## src/rtl/jpo_defines.vh

```
// jpo_defines.vh: constants and register map of the reverse jog pulse output block
// assumes: included by the rtl files of the block; definitions only
// Notes on behaviour
// - reverse jog alone with limits on runs reverse
// - reverse: pulse toggles, direction off, forward line off
// - position counter decrements once per pulse
// - on stop, pulse lines rest off
// - on stop, position counter holds its value
// - reverse limit off stops motion like normal stop
// - reverse limit stop sets abnormal end flag
// - position is 32 bits in two 16-bit halves
// - reverse limit flag follows open limit contact
// - busy flag high while motion is active
`ifndef JPO_DEFINES_VH
`define JPO_DEFINES_VH

// register byte offsets
`define JPO_REG_CTRL 8'h00
`define JPO_REG_STATUS 8'h04
`define JPO_REG_POS_LO 8'h08
`define JPO_REG_POS_HI 8'h0C
`define JPO_REG_IRQ_STAT 8'h10
`define JPO_REG_IRQ_MASK 8'h14
`define JPO_REG_HALF_PER 8'h18

// ctrl fields
`define JPO_CTRL_METHOD 0
`define JPO_CTRL_POS_CLR 1

// status fields
`define JPO_ST_BUSY 0
`define JPO_ST_REV_LIM 1
`define JPO_ST_FWD_LIM 2
`define JPO_ST_ABN 3

// irq bits
`define JPO_IRQ_ABN 0
`define JPO_IRQ_DONE 1
`define JPO_IRQ_W 2

// reset and timing values
`define JPO_HALF_PER_RST 16'h0004
`define JPO_DIR_SETUP 16'h0002
`define JPO_RESP_OKAY 2'b00
`define JPO_RESP_SLVERR 2'b10

`endif

```

## src/rtl/jpo_sync3.v

```verilog
// jpo_sync3.v: three flip-flop input synchroniser with agreement filter
// assumes: in_i is asynchronous to clk_i; reset is synchronous active high
`timescale 1ns/1ns
module jpo_sync3 #(
   parameter RST_VAL = 1'b0
) (
   input wire clk_i,
   input wire rst_i,
   input wire in_i,
   output wire out_o
);
   reg s1_q;
   reg s2_q;
   reg s3_q;
   reg out_q;

   // chain; only s2 reads s1, output changes when s2 and s3 agree
   always @(posedge clk_i) begin
      if (rst_i) begin
         s1_q <= RST_VAL;
         s2_q <= RST_VAL;
         s3_q <= RST_VAL;
         out_q <= RST_VAL;
      end else begin
         s1_q <= in_i;
         s2_q <= s1_q;
         s3_q <= s2_q;
         if (s2_q == s3_q) begin
            out_q <= s3_q;
         end
      end
   end

   assign out_o = out_q;
endmodule

```

## src/rtl/jpo_top.v

```verilog
// jpo_top.v: reverse jog pulse train generator with axi4-lite registers
// assumes: limit and jog inputs come from switches on an unrelated clock;
// outputs drive an amplifier; one 125 MHz clock, synchronous reset
//
// Design decisions made here: the placing of the registers and the AXI4-Lite slave port.
`timescale 1ns/1ns
`include "jpo_defines.vh"
module jpo_top #(
   parameter AW = 8
) (
   input wire clk_i,
   input wire rst_i,
   input wire fwd_limit_in_i,
   input wire rev_limit_in_i,
   input wire jog_fwd_in_i,
   input wire jog_rev_in_i,
   output wire pulse_out_o,
   output wire dir_out_o,
   output wire irq_o,
   input wire [AW-1:0] s_axi_awaddr,
   input wire s_axi_awvalid,
   output wire s_axi_awready,
   input wire [31:0] s_axi_wdata,
   input wire [3:0] s_axi_wstrb,
   input wire s_axi_wvalid,
   output wire s_axi_wready,
   output wire [1:0] s_axi_bresp,
   output wire s_axi_bvalid,
   input wire s_axi_bready,
   input wire [AW-1:0] s_axi_araddr,
   input wire s_axi_arvalid,
   output wire s_axi_arready,
   output wire [31:0] s_axi_rdata,
   output wire [1:0] s_axi_rresp,
   output wire s_axi_rvalid,
   input wire s_axi_rready
);
   localparam ST_IDLE = 3'b001;
   localparam ST_SETUP = 3'b010;
   localparam ST_RUN = 3'b100;

   wire fwd_lim_s;
   wire rev_lim_s;
   wire jog_fwd_s;
   wire jog_rev_s;
   wire [3:0] raw;
   wire [3:0] syn;

   reg [2:0] state_q;
   reg [15:0] cnt_q;
   reg pulse_q;
   reg dir_q;
   reg [31:0] pos_q;
   reg abn_q;
   reg method_q;
   reg [15:0] half_per_q;
   reg [`JPO_IRQ_W-1:0] irq_stat_q;
   reg [`JPO_IRQ_W-1:0] irq_mask_q;

   reg [AW-1:0] awaddr_q;
   reg aw_full_q;
   reg [31:0] wdata_q;
   reg [3:0] wstrb_q;
   reg w_full_q;
   reg bvalid_q;
   reg [1:0] bresp_q;
   reg rvalid_q;
   reg [31:0] rdata_q;
   reg [1:0] rresp_q;

   // limits rest closed (high) so reset them to on; jogs rest open
   assign raw = {fwd_limit_in_i, rev_limit_in_i, jog_fwd_in_i, jog_rev_in_i};
   genvar gi;
   generate
      for (gi = 0; gi < 4; gi = gi + 1) begin : g_sync
         jpo_sync3 #(.RST_VAL(gi >= 2 ? 1'b1 : 1'b0)) u_sync (
            .clk_i(clk_i),
            .rst_i(rst_i),
            .in_i(raw[gi]),
            .out_o(syn[gi])
         );
      end
   endgenerate
   assign jog_rev_s = syn[0];
   assign jog_fwd_s = syn[1];
   assign rev_lim_s = syn[2]; // low means contact opened
   assign fwd_lim_s = syn[3];

   // start and keep-running condition for reverse jog
   wire run_ok = jog_rev_s & ~jog_fwd_s & fwd_lim_s & rev_lim_s;
   wire lim_hit = ~rev_lim_s;
   wire busy = (state_q != ST_IDLE);
   wire pulse_fall = (state_q == ST_RUN) && (cnt_q == 16'h0000) && pulse_q;
   wire stop_now = (state_q != ST_IDLE) && ~run_ok;
   wire ev_abn = stop_now && lim_hit;
   wire ev_done = stop_now;

   // motion state machine and pulse generator
   always @(posedge clk_i) begin
      if (rst_i) begin
         state_q <= ST_IDLE;
         cnt_q <= 16'h0000;
         pulse_q <= 1'b0;
         dir_q <= 1'b0;
      end else begin
         case (state_q)
            ST_IDLE: begin
               pulse_q <= 1'b0;
               if (run_ok) begin
                  dir_q <= 1'b0; // reverse sets direction off first
                  cnt_q <= `JPO_DIR_SETUP;
                  state_q <= ST_SETUP;
               end
            end
            ST_SETUP: begin
               if (~run_ok) begin
                  state_q <= ST_IDLE;
               end else if (cnt_q == 16'h0000) begin
                  cnt_q <= half_per_q;
                  state_q <= ST_RUN;
               end else begin
                  cnt_q <= cnt_q - 16'h0001;
               end
            end
            ST_RUN: begin
               if (~run_ok) begin
                  pulse_q <= 1'b0; // line rests off
                  state_q <= ST_IDLE;
               end else if (cnt_q == 16'h0000) begin
                  pulse_q <= ~pulse_q;
                  cnt_q <= half_per_q;
               end else begin
                  cnt_q <= cnt_q - 16'h0001;
               end
            end
            default: begin
               state_q <= ST_IDLE;
               pulse_q <= 1'b0;
            end
         endcase
      end
   end

   // pulse+direction uses both pins; fwd/rev method: pin0 forward (off), pin1 reverse pulses
   assign pulse_out_o = method_q ? 1'b0 : pulse_q;
   assign dir_out_o = method_q ? pulse_q : dir_q;

   // 32-bit position, counts down on each completed pulse
   always @(posedge clk_i) begin
      if (rst_i) begin
         pos_q <= 32'h0000_0000;
      end else if (pulse_fall && run_ok) begin
         pos_q <= pos_q - 32'h0000_0001;
      end else if (aw_full_q && w_full_q && !bvalid_q && awaddr_q == `JPO_REG_CTRL &&
                   wstrb_q[0] && wdata_q[`JPO_CTRL_POS_CLR]) begin
         pos_q <= 32'h0000_0000;
      end
   end

   // abnormal end flag: set by reverse limit stop, cleared by next start
   always @(posedge clk_i) begin
      if (rst_i) begin
         abn_q <= 1'b0;
      end else if (ev_abn) begin
         abn_q <= 1'b1;
      end else if (state_q == ST_IDLE && run_ok) begin
         abn_q <= 1'b0;
      end
   end

   // axi write: address and data taken in either order, response after both
   wire wr_go = aw_full_q && w_full_q && !bvalid_q;
   assign s_axi_awready = !aw_full_q && !bvalid_q;
   assign s_axi_wready = !w_full_q && !bvalid_q;
   assign s_axi_bvalid = bvalid_q;
   assign s_axi_bresp = bresp_q;

   function is_mapped;
      input [AW-1:0] a;
      begin
         is_mapped = (a == `JPO_REG_CTRL) || (a == `JPO_REG_STATUS) || (a == `JPO_REG_POS_LO) ||
                     (a == `JPO_REG_POS_HI) || (a == `JPO_REG_IRQ_STAT) ||
                     (a == `JPO_REG_IRQ_MASK) || (a == `JPO_REG_HALF_PER);
      end
   endfunction

   wire [`JPO_IRQ_W-1:0] ev_vec = {ev_done, ev_abn};
   wire [`JPO_IRQ_W-1:0] w1c = (wr_go && awaddr_q == `JPO_REG_IRQ_STAT && wstrb_q[0]) ?
                               wdata_q[`JPO_IRQ_W-1:0] : {`JPO_IRQ_W{1'b0}};

   always @(posedge clk_i) begin
      if (rst_i) begin
         awaddr_q <= {AW{1'b0}};
         aw_full_q <= 1'b0;
         wdata_q <= 32'h0000_0000;
         wstrb_q <= 4'h0;
         w_full_q <= 1'b0;
         bvalid_q <= 1'b0;
         bresp_q <= `JPO_RESP_OKAY;
         method_q <= 1'b0;
         half_per_q <= `JPO_HALF_PER_RST;
         irq_mask_q <= {`JPO_IRQ_W{1'b0}};
         irq_stat_q <= {`JPO_IRQ_W{1'b0}};
      end else begin
         if (s_axi_awvalid && s_axi_awready) begin
            awaddr_q <= s_axi_awaddr;
            aw_full_q <= 1'b1;
         end
         if (s_axi_wvalid && s_axi_wready) begin
            wdata_q <= s_axi_wdata;
            wstrb_q <= s_axi_wstrb;
            w_full_q <= 1'b1;
         end
         // sticky status: set wins over write-one-clear
         irq_stat_q <= (irq_stat_q & ~w1c) | ev_vec;
         if (wr_go) begin
            aw_full_q <= 1'b0;
            w_full_q <= 1'b0;
            bvalid_q <= 1'b1;
            bresp_q <= is_mapped(awaddr_q) ? `JPO_RESP_OKAY : `JPO_RESP_SLVERR;
            if (awaddr_q == `JPO_REG_CTRL && wstrb_q[0]) begin
               method_q <= wdata_q[`JPO_CTRL_METHOD];
            end
            if (awaddr_q == `JPO_REG_IRQ_MASK && wstrb_q[0]) begin
               irq_mask_q <= wdata_q[`JPO_IRQ_W-1:0];
            end
            if (awaddr_q == `JPO_REG_HALF_PER) begin
               if (wstrb_q[0]) begin
                  half_per_q[7:0] <= wdata_q[7:0];
               end
               if (wstrb_q[1]) begin
                  half_per_q[15:8] <= wdata_q[15:8];
               end
            end
         end else if (bvalid_q && s_axi_bready) begin
            bvalid_q <= 1'b0;
         end
      end
   end

   // axi read: one-cycle registered answer
   assign s_axi_arready = !rvalid_q;
   assign s_axi_rvalid = rvalid_q;
   assign s_axi_rdata = rdata_q;
   assign s_axi_rresp = rresp_q;

   always @(posedge clk_i) begin
      if (rst_i) begin
         rvalid_q <= 1'b0;
         rdata_q <= 32'h0000_0000;
         rresp_q <= `JPO_RESP_OKAY;
      end else if (s_axi_arvalid && !rvalid_q) begin
         rvalid_q <= 1'b1;
         rresp_q <= is_mapped(s_axi_araddr) ? `JPO_RESP_OKAY : `JPO_RESP_SLVERR;
         case (s_axi_araddr)
            `JPO_REG_CTRL: rdata_q <= {31'h0000_0000, method_q};
            `JPO_REG_STATUS: rdata_q <= {28'h000_0000, abn_q, ~fwd_lim_s, ~rev_lim_s, busy};
            `JPO_REG_POS_LO: rdata_q <= {16'h0000, pos_q[15:0]};
            `JPO_REG_POS_HI: rdata_q <= {16'h0000, pos_q[31:16]};
            `JPO_REG_IRQ_STAT: rdata_q <= {30'h0000_0000, irq_stat_q};
            `JPO_REG_IRQ_MASK: rdata_q <= {30'h0000_0000, irq_mask_q};
            `JPO_REG_HALF_PER: rdata_q <= {16'h0000, half_per_q};
            default: rdata_q <= 32'h0000_0000;
         endcase
      end else if (rvalid_q && s_axi_rready) begin
         rvalid_q <= 1'b0;
      end
   end

   assign irq_o = |(irq_stat_q & irq_mask_q);
endmodule
```

## config.mk

```make
export PLATFORM = sky130hd
export DESIGN_NAME = jpo_top
export DESIGN_NICKNAME = d
export VERILOG_FILES = /design/src/rtl/jpo_sync3.v /design/src/rtl/jpo_top.v
export VERILOG_INCLUDE_DIRS = /design/src /design/src/rtl
export SDC_FILE = /design/constraint.sdc
export NUM_CORES = 1
export LEC_CHECK = 0
export BUFFER_PORTS_ARGS = -buffer_cell sky130_fd_sc_hd__buf_2
export CORE_ASPECT_RATIO = 1.25
export CORE_MARGIN = 2
export CORE_UTILIZATION = 55
export DETAILED_ROUTE_END_ITERATION = 8
export GPL_ROUTABILITY_DRIVEN = 1
export GPL_TIMING_DRIVEN = 0
export PLACE_DENSITY_LB_ADDON = 0.1
export SLEW_MARGIN = 20
export SYNTH_ARGS = -nofsm -noshare
export SYNTH_HDL_FRONTEND = slang
export SYNTH_HIERARCHICAL = 1
export SYNTH_SLANG_ARGS = --single-unit
export TNS_END_PERCENT = 50
```

## constraint.sdc

```tcl
create_clock -name clk_i -period 6.1 [get_ports clk_i]
set_input_delay 0.305 -clock clk_i [delete_from_list [all_inputs] [get_ports clk_i]]
set_output_delay 0.305 -clock clk_i [all_outputs]
set_load 0.05 [all_outputs]
```

### Word-level counts from Yosys, hierarchy flattened

Index checks and enable logic that the tools add are counted.

| operators by class | value |
|---|---|
| shift operators | 0 |
| reductions and logical operators | 56 |
| multiplexer cells | 26 |
| $lt $le $gt $ge | 0 |
| equal/unequal tests | 25 |
| bitwise gates (word level) | 13 |
| $add $sub $neg | 2 |
| div/mod/pow operators | 0 |
| multiply operators | 0 |

Operators by type and width:

| kind | count |
|---|---|
| case mux 16 bit (7 select lines) | 1 |
| two-way mux 32 bit | 2 |
| equality test 8 x 5 -> 1 bit (second input constant) | 6 |
| two-way mux 16 bit | 3 |
| equality test 8 x 4 -> 1 bit (second input constant) | 4 |
| case mux 16 bit (2 select lines) | 1 |
| subtractor 32 x 1 -> 32 bit (second input constant) | 1 |
| logical AND 1 bit | 22 |
| equality test 8 x 3 -> 1 bit (second input constant) | 2 |
| logical NOT 16 bit | 1 |
| logical NOT 8 bit | 2 |
| subtractor 16 x 1 -> 16 bit (second input constant) | 1 |
| logical OR 1 bit | 12 |
| two-way mux 3 bit | 4 |
| AND reduction 3 bit | 4 |
| two-way mux 1 bit | 10 |
| nonzero test 2 bit | 5 |
| case mux 3 bit (3 select lines) | 1 |
| two-way mux 2 bit | 3 |
| NOT 1 bit | 6 |
| AND reduction 2 bit | 3 |
| OR reduction 2 bit | 3 |
| bitwise AND 2 bit | 2 |
| equality test 1 bit | 4 |
| 13 further kinds | 19 |

| word-level totals | value |
|---|---|
| memories | 0 |
| register bits after elaboration | 156 |
| bits of input ports | 63 |
| latch bits | 0 |
| memory bits (read-only) | 0 |
| bits in writable memories | 0 |
| word-level logic and storage cells | 158 |

### Longest topological paths before layout

| logic depth | value |
|---|---|
| depth in word-level cells | 8 |
| gate-level depth with buffers | 9 |
| mapped depth without buffers | 7 |

### Modules after synthesis

The synthesis kept the hierarchy.

Modules (own cells, without submodules):

| module | instances | area an instance (um^2) | cells each | sequential area each (um^2) |
|---|---|---|---|---|
| jpo_top | 1 | 5957.0 | 717 | 2442.3 |
| jpo_sync3 at g_sync[2].u_sync ... | 2 | 115.1 | 10 | 80.1 |
| jpo_sync3 at g_sync[0].u_sync ... | 2 | 112.6 | 10 | 80.1 |

### Worst setup path after synthesis

No wires, ideal clock.

| path | value |
|---|---|
| path type | reg-to-reg |
| start | reg bvalid_q, in the netlist s_axi_bvalid |
| end | reg wdata_q[10] |
| library setup time | 0.070 ns |
| data arrival time | 2.221 ns |
| clock period less this slack | 2.292 ns |
| required time | 6.030 ns |
| setup slack | 3.808 ns |
| buffers on the path | 2 |
| stages on the path, launching flop included | 7 |
| path through | dfxtp_1 > nor2_1 > and2_1 > clkbuf_1 > clkbuf_1 > nand2_1 > a21oi_1 |

| between the ends | value |
|---|---|
| word-level cells in the longest chain between the ends | 3 |

Ends and longest elaborated chain:

| item | RTL line | RTL |
|---|---|---|
| start: declaration | jpo_top.v:65 | `reg bvalid_q;` |
| start signal: assignment | jpo_top.v:198 | `bvalid_q <= 1'b0;` |
| start signal: assignment | jpo_top.v:219 | `bvalid_q <= 1'b1;` |
| start signal: assignment | jpo_top.v:236 | `bvalid_q <= 1'b0;` |
| logical NOT 1 bit | jpo_top.v:174 | `assign s_axi_wready = !w_full_q && !bvalid_q;` |
| logical AND 1 bit | jpo_top.v:174 |  |
| net s_axi_wready | jpo_top.v:26 | `output wire s_axi_wready,` |
| logical AND 1 bit | jpo_top.v:209 | `if (s_axi_wvalid && s_axi_wready) begin` |
| end signal: assignment | jpo_top.v:210 | `wdata_q <= s_axi_wdata;` |
| end: declaration | jpo_top.v:62 | `reg [31:0] wdata_q;` |

The timed path passes the listed nets, and every way through them passes these cells.
A chain may end at the register's enable or synchronous reset.

### Final worst setup path

| path | value |
|---|---|
| start | reg cnt_q[0] |
| end | reg pos_q[9] |

| between the ends | value |
|---|---|
| word-level cells in the longest chain between the ends | 5 |

Ends and longest elaborated chain:

| item | RTL line | RTL |
|---|---|---|
| start: declaration | jpo_top.v:50 | `reg [15:0] cnt_q;` |
| start signal: assignment | jpo_top.v:111 | `` cnt_q <= `JPO_DIR_SETUP; `` |
| start signal: assignment | jpo_top.v:119 | `cnt_q <= half_per_q;` |
| start signal: assignment | jpo_top.v:122 | `cnt_q <= cnt_q - 16'h0001;` |
| logical NOT 16 bit * | jpo_top.v:93 | `wire pulse_fall = (state_q == ST_RUN) && (cnt_q == 16'h0000) && pulse_q;` |
| logical AND 1 bit * (2 in a row) | jpo_top.v:93 |  |
| logical AND 1 bit * | jpo_top.v:152 | `end else if (pulse_fall && run_ok) begin` |
| two-way mux 32 bit or nonzero test 2 bit (tied branches) | -- |  |
| end signal: assignment | jpo_top.v:153 | `pos_q <= pos_q - 32'h0000_0001;` |
| end: declaration | jpo_top.v:53 | `reg [31:0] pos_q;` |

Mark *: on every way between the ends. The rest lies on a longest branch, timed or not.

==> flow_metrics.py <==
metrics = {
    "status": {
        "status": "complete, no violations",
    },
    "final_layout": {
        "filler_cell_count": 1015,
        "seq_area_um2": 2760,
        "antenna-diode-count": 0,
        "fin_nets": 926,
        "multi_input_area_um2": 3350,
        "areaGrowthSynthToFinish_pct": 18.4,
        "drive_above_1_share_pct": 16.6,
    },
    "setup_path": {
        "crit_path_top_delay_cell": "nor3b_1",
        "cp-start-kind": "flip-flop",
        "cp_data_required_time_ps": 6420,
        "endpoint_kind": "flip-flop",
        "crit_chain": "inv_1, ha_1, nor3b_1, nand4_1, o31ai_1, clkbuf_1, nand3_1, o31ai_1",
        "crit_family": "simple AND/OR/NAND/NOR gates",
        "critical_path_class": "reg -> reg",
        "cp_data_arrival_time_ps": 3220,
        "path_buf_inv": 2,
        "cp_max_fo": 10,
        "slowest_delay_ps": 640,
        "path_common_cell": "o31ai_1",
    },
    "synth": {
        "ys.warnings.count": 6,
        "synth_top_family_by_area": "simple AND/OR/NAND/NOR gates",
        "ys_types": 67,
        "synthCells": 757,
        "synth-edff-count": 0,
        "synthSimpleGateAreaFrac_pct": 27.4,
        "synth_xor_area_share_pct": 1.78,
        "ys_seq_area_share_pct": 43.1,
        "synth_fa_ha_area_share_pct": 0.390,
        "syn_area_per_cell_um2": 8.47,
        "synth_seq_cells": 138,
        "synth_area_um2": 6410,
        "synth-compound-area-share_pct": 17.1,
        "synth_ff_type": "dfxtp_1",
        "synth-async-reset-ratio_pct": 0,
        "synthMuxAreaShare_pct": 4.59,
    },
    "grt": {
        "grt_overflow": 0,
        "antenna_found_initial": 0,
        "grt_pass1_wl_um": 27300,
        "grt_usage_pct": 27.4,
        "grt_pass1_vias": 5538,
        "grt_max_degree": 19,
    },
    "detailed_routing": {
        "vias_per_cell": 5.98,
        "ant_nets": 0,
        "dr_total_vias": 6045,
        "drc": 0,
        "dr.first_iter.drc_count": 457,
        "wirelength_um": 17300,
        "drtPass1Iterations": 5,
        "routedWlPerCell_um": 17.1,
    },
    "placed_design": {
        "place_congestion": 0.916,
        "hpwl_um": 12800,
        "numPortBuffers": 68,
    },
    "pwr": {
        "p_leak_uw": 0.00308,
        "ir_drop_uv": 201,
        "power.density_nw_per_um2": 279,
    },
    "cts": {
        "cts-root-buf": "clkbuf_16",
        "post_cts_buffers": 0,
        "postCtsHoldBufs": 0,
        "cts_resized": 0,
        "htreeDepth": 4,
        "ctsLongestPathBuffers": 2,
        "clock_latency_ps": 410,
        "clk_pin_slew_ps": 60,
        "numCtsBuffers": 17,
        "cts_tree": "done",
        "clkSinkCount": 138,
    },
    "floorplanning": {
        "fp.coreArea_um2": 11500,
        "ios": 107,
        "die_h_um": 125,
        "std_cell_rows": 44,
        "initial_core_util_pct": 55.7,
        "die_area_um2": 12500,
        "dieWidth_um": 101,
    },
    "sta": {
        "maxSlewViolCount": 0,
        "fin_crit_sh_pct": 47.6,
        "period_minus_slack_ps": 2900,
        "rsz0062_at_grt": "no",
        "fin_skew_ps": 7.35,
        "fin_hold_ws_ps": 67.3,
        "finalHoldViolCount": 0,
        "slew_headroom_pct": 44.3,
        "fmax_mhz": 345,
        "setup_violations": 0,
        "fin_setup_tns_ps": 0,
        "worst_slew_pin_slew_ps": 824,
    },
    "min_path": {
        "holdCritPathClass": "in -> reg",
    },
    "job": {
        "drv_cap": 0,
    },
}
-- synthesized netlist by cell type (6+ instances only) --
master,instances,area share (%)
nor2b_1,12,1.2
inv_1,19,1.1
nand4_1,12,1.2
nor3_1,21,1.6
or2_1,6,0.59
nor4_1,10,0.98
o31ai_1,10,1.2
nand3_1,19,1.5
o21ai_0,31,2.4
nand2b_1,9,0.88
dfxtp_1,138,43
a21oi_1,58,4.5
a221o_1,13,2.0
or4_1,15,1.8
a22oi_1,14,1.6
o211ai_1,8,0.94
nor2_1,74,4.3
mux2i_1,26,4.1
or3_1,14,1.4
xor2_1,10,1.4
clkbuf_1,34,2.0
nand2_1,93,5.4
buf_4,18,2.1
or2_2,10,0.98
-- cell type report --
cell class	instances	share of cell area, %
multi-input cells	561	44.2
flip-flops and latches	138	36.4
clock buffers	18	5.65
repair buffers	68	4.48
plain buffers	56	3.79
well taps	138	2.27
clock inverters	13	2.26
inverters	19	0.940
-- state kept, by name, summed over array words and instances, names as in the netlist, 8 cells and up --
register and flops:
awaddr_q 8, half_per_q 16, s_axi_rdata 16, cnt_q 16
pos_q 32, wdata_q 16
-- per-stage QoR --
step	power [uW]	util [%]	instance area, um^2	instances	worst slack (ps)
2_1_floorplan	1050	-	6480	774	3810
3_3_place_gp	1090	60.7	6990	980	3370
3_5_place_dp	1090	60.7	6990	980	3280
4_1_cts	2130	66.0	7590	1011	3260
5_1_grt	2190	66.0	7590	1011	2980
6_report	2120	66.0	7590	1011	3200
-- cells by family after synthesis --
family / Yosys count
multiplexers: 28
AO/OA/AOI/OAI: 169
flip-flops: 138
XOR/XNOR: 13
other: 1
AND/OR/NAND/NOR: 331
buffers and inverters: 75
adder cells (fa/ha/maj): 2
-- metal layers --
metal	GRT usage [%]	share of wire, %	vias up
met5	0	0	-
met4	10.1	2.5	0
met3	5.56	5.2	39
met2	45.4	49	205
met1	34.8	44	2872
li1	-	-	2929
-- worst paths after layout --
kind / start / end / slack (ps) / depth (start not counted)
max: cnt_q[0] / pos_q[9] / 3200 / 8
min: fwd_limit_in_i / g_sync[3].u_sync/s1_q / 70 / 2
max reg2reg: cnt_q[0] / pos_q[9] / 3200 / 8
min reg2reg: g_sync[2].u_sync/s1_q / g_sync[2].u_sync/s2_q / 410 / 1
-- power by group --
part	internal, uW	total [uW]	switching [uW]
Combinational	43.8	144	100
Sequential	919	931	11.3
Clock	644	1040	401
Total	1610	2120	512
-- cell usage in the layout (no fill, tap or decap), types with 15 or more instances in the layout --
master     Yosys  layout
clkbuf_16      0      17
buf_2          2      70
buf_4         18      18
clkbuf_1      34      35
dfxtp_1      138     138
nor2_1        74      74
mux2i_1       26      26
a21oi_1       58      58
inv_1         19      19
nand2_1       93      93
or4_1         15      15
conb_1         1      18
nand3_1       19      19
o21ai_0       31      31
nor3_1        21      21
Power figures use the tool's default switching activity.
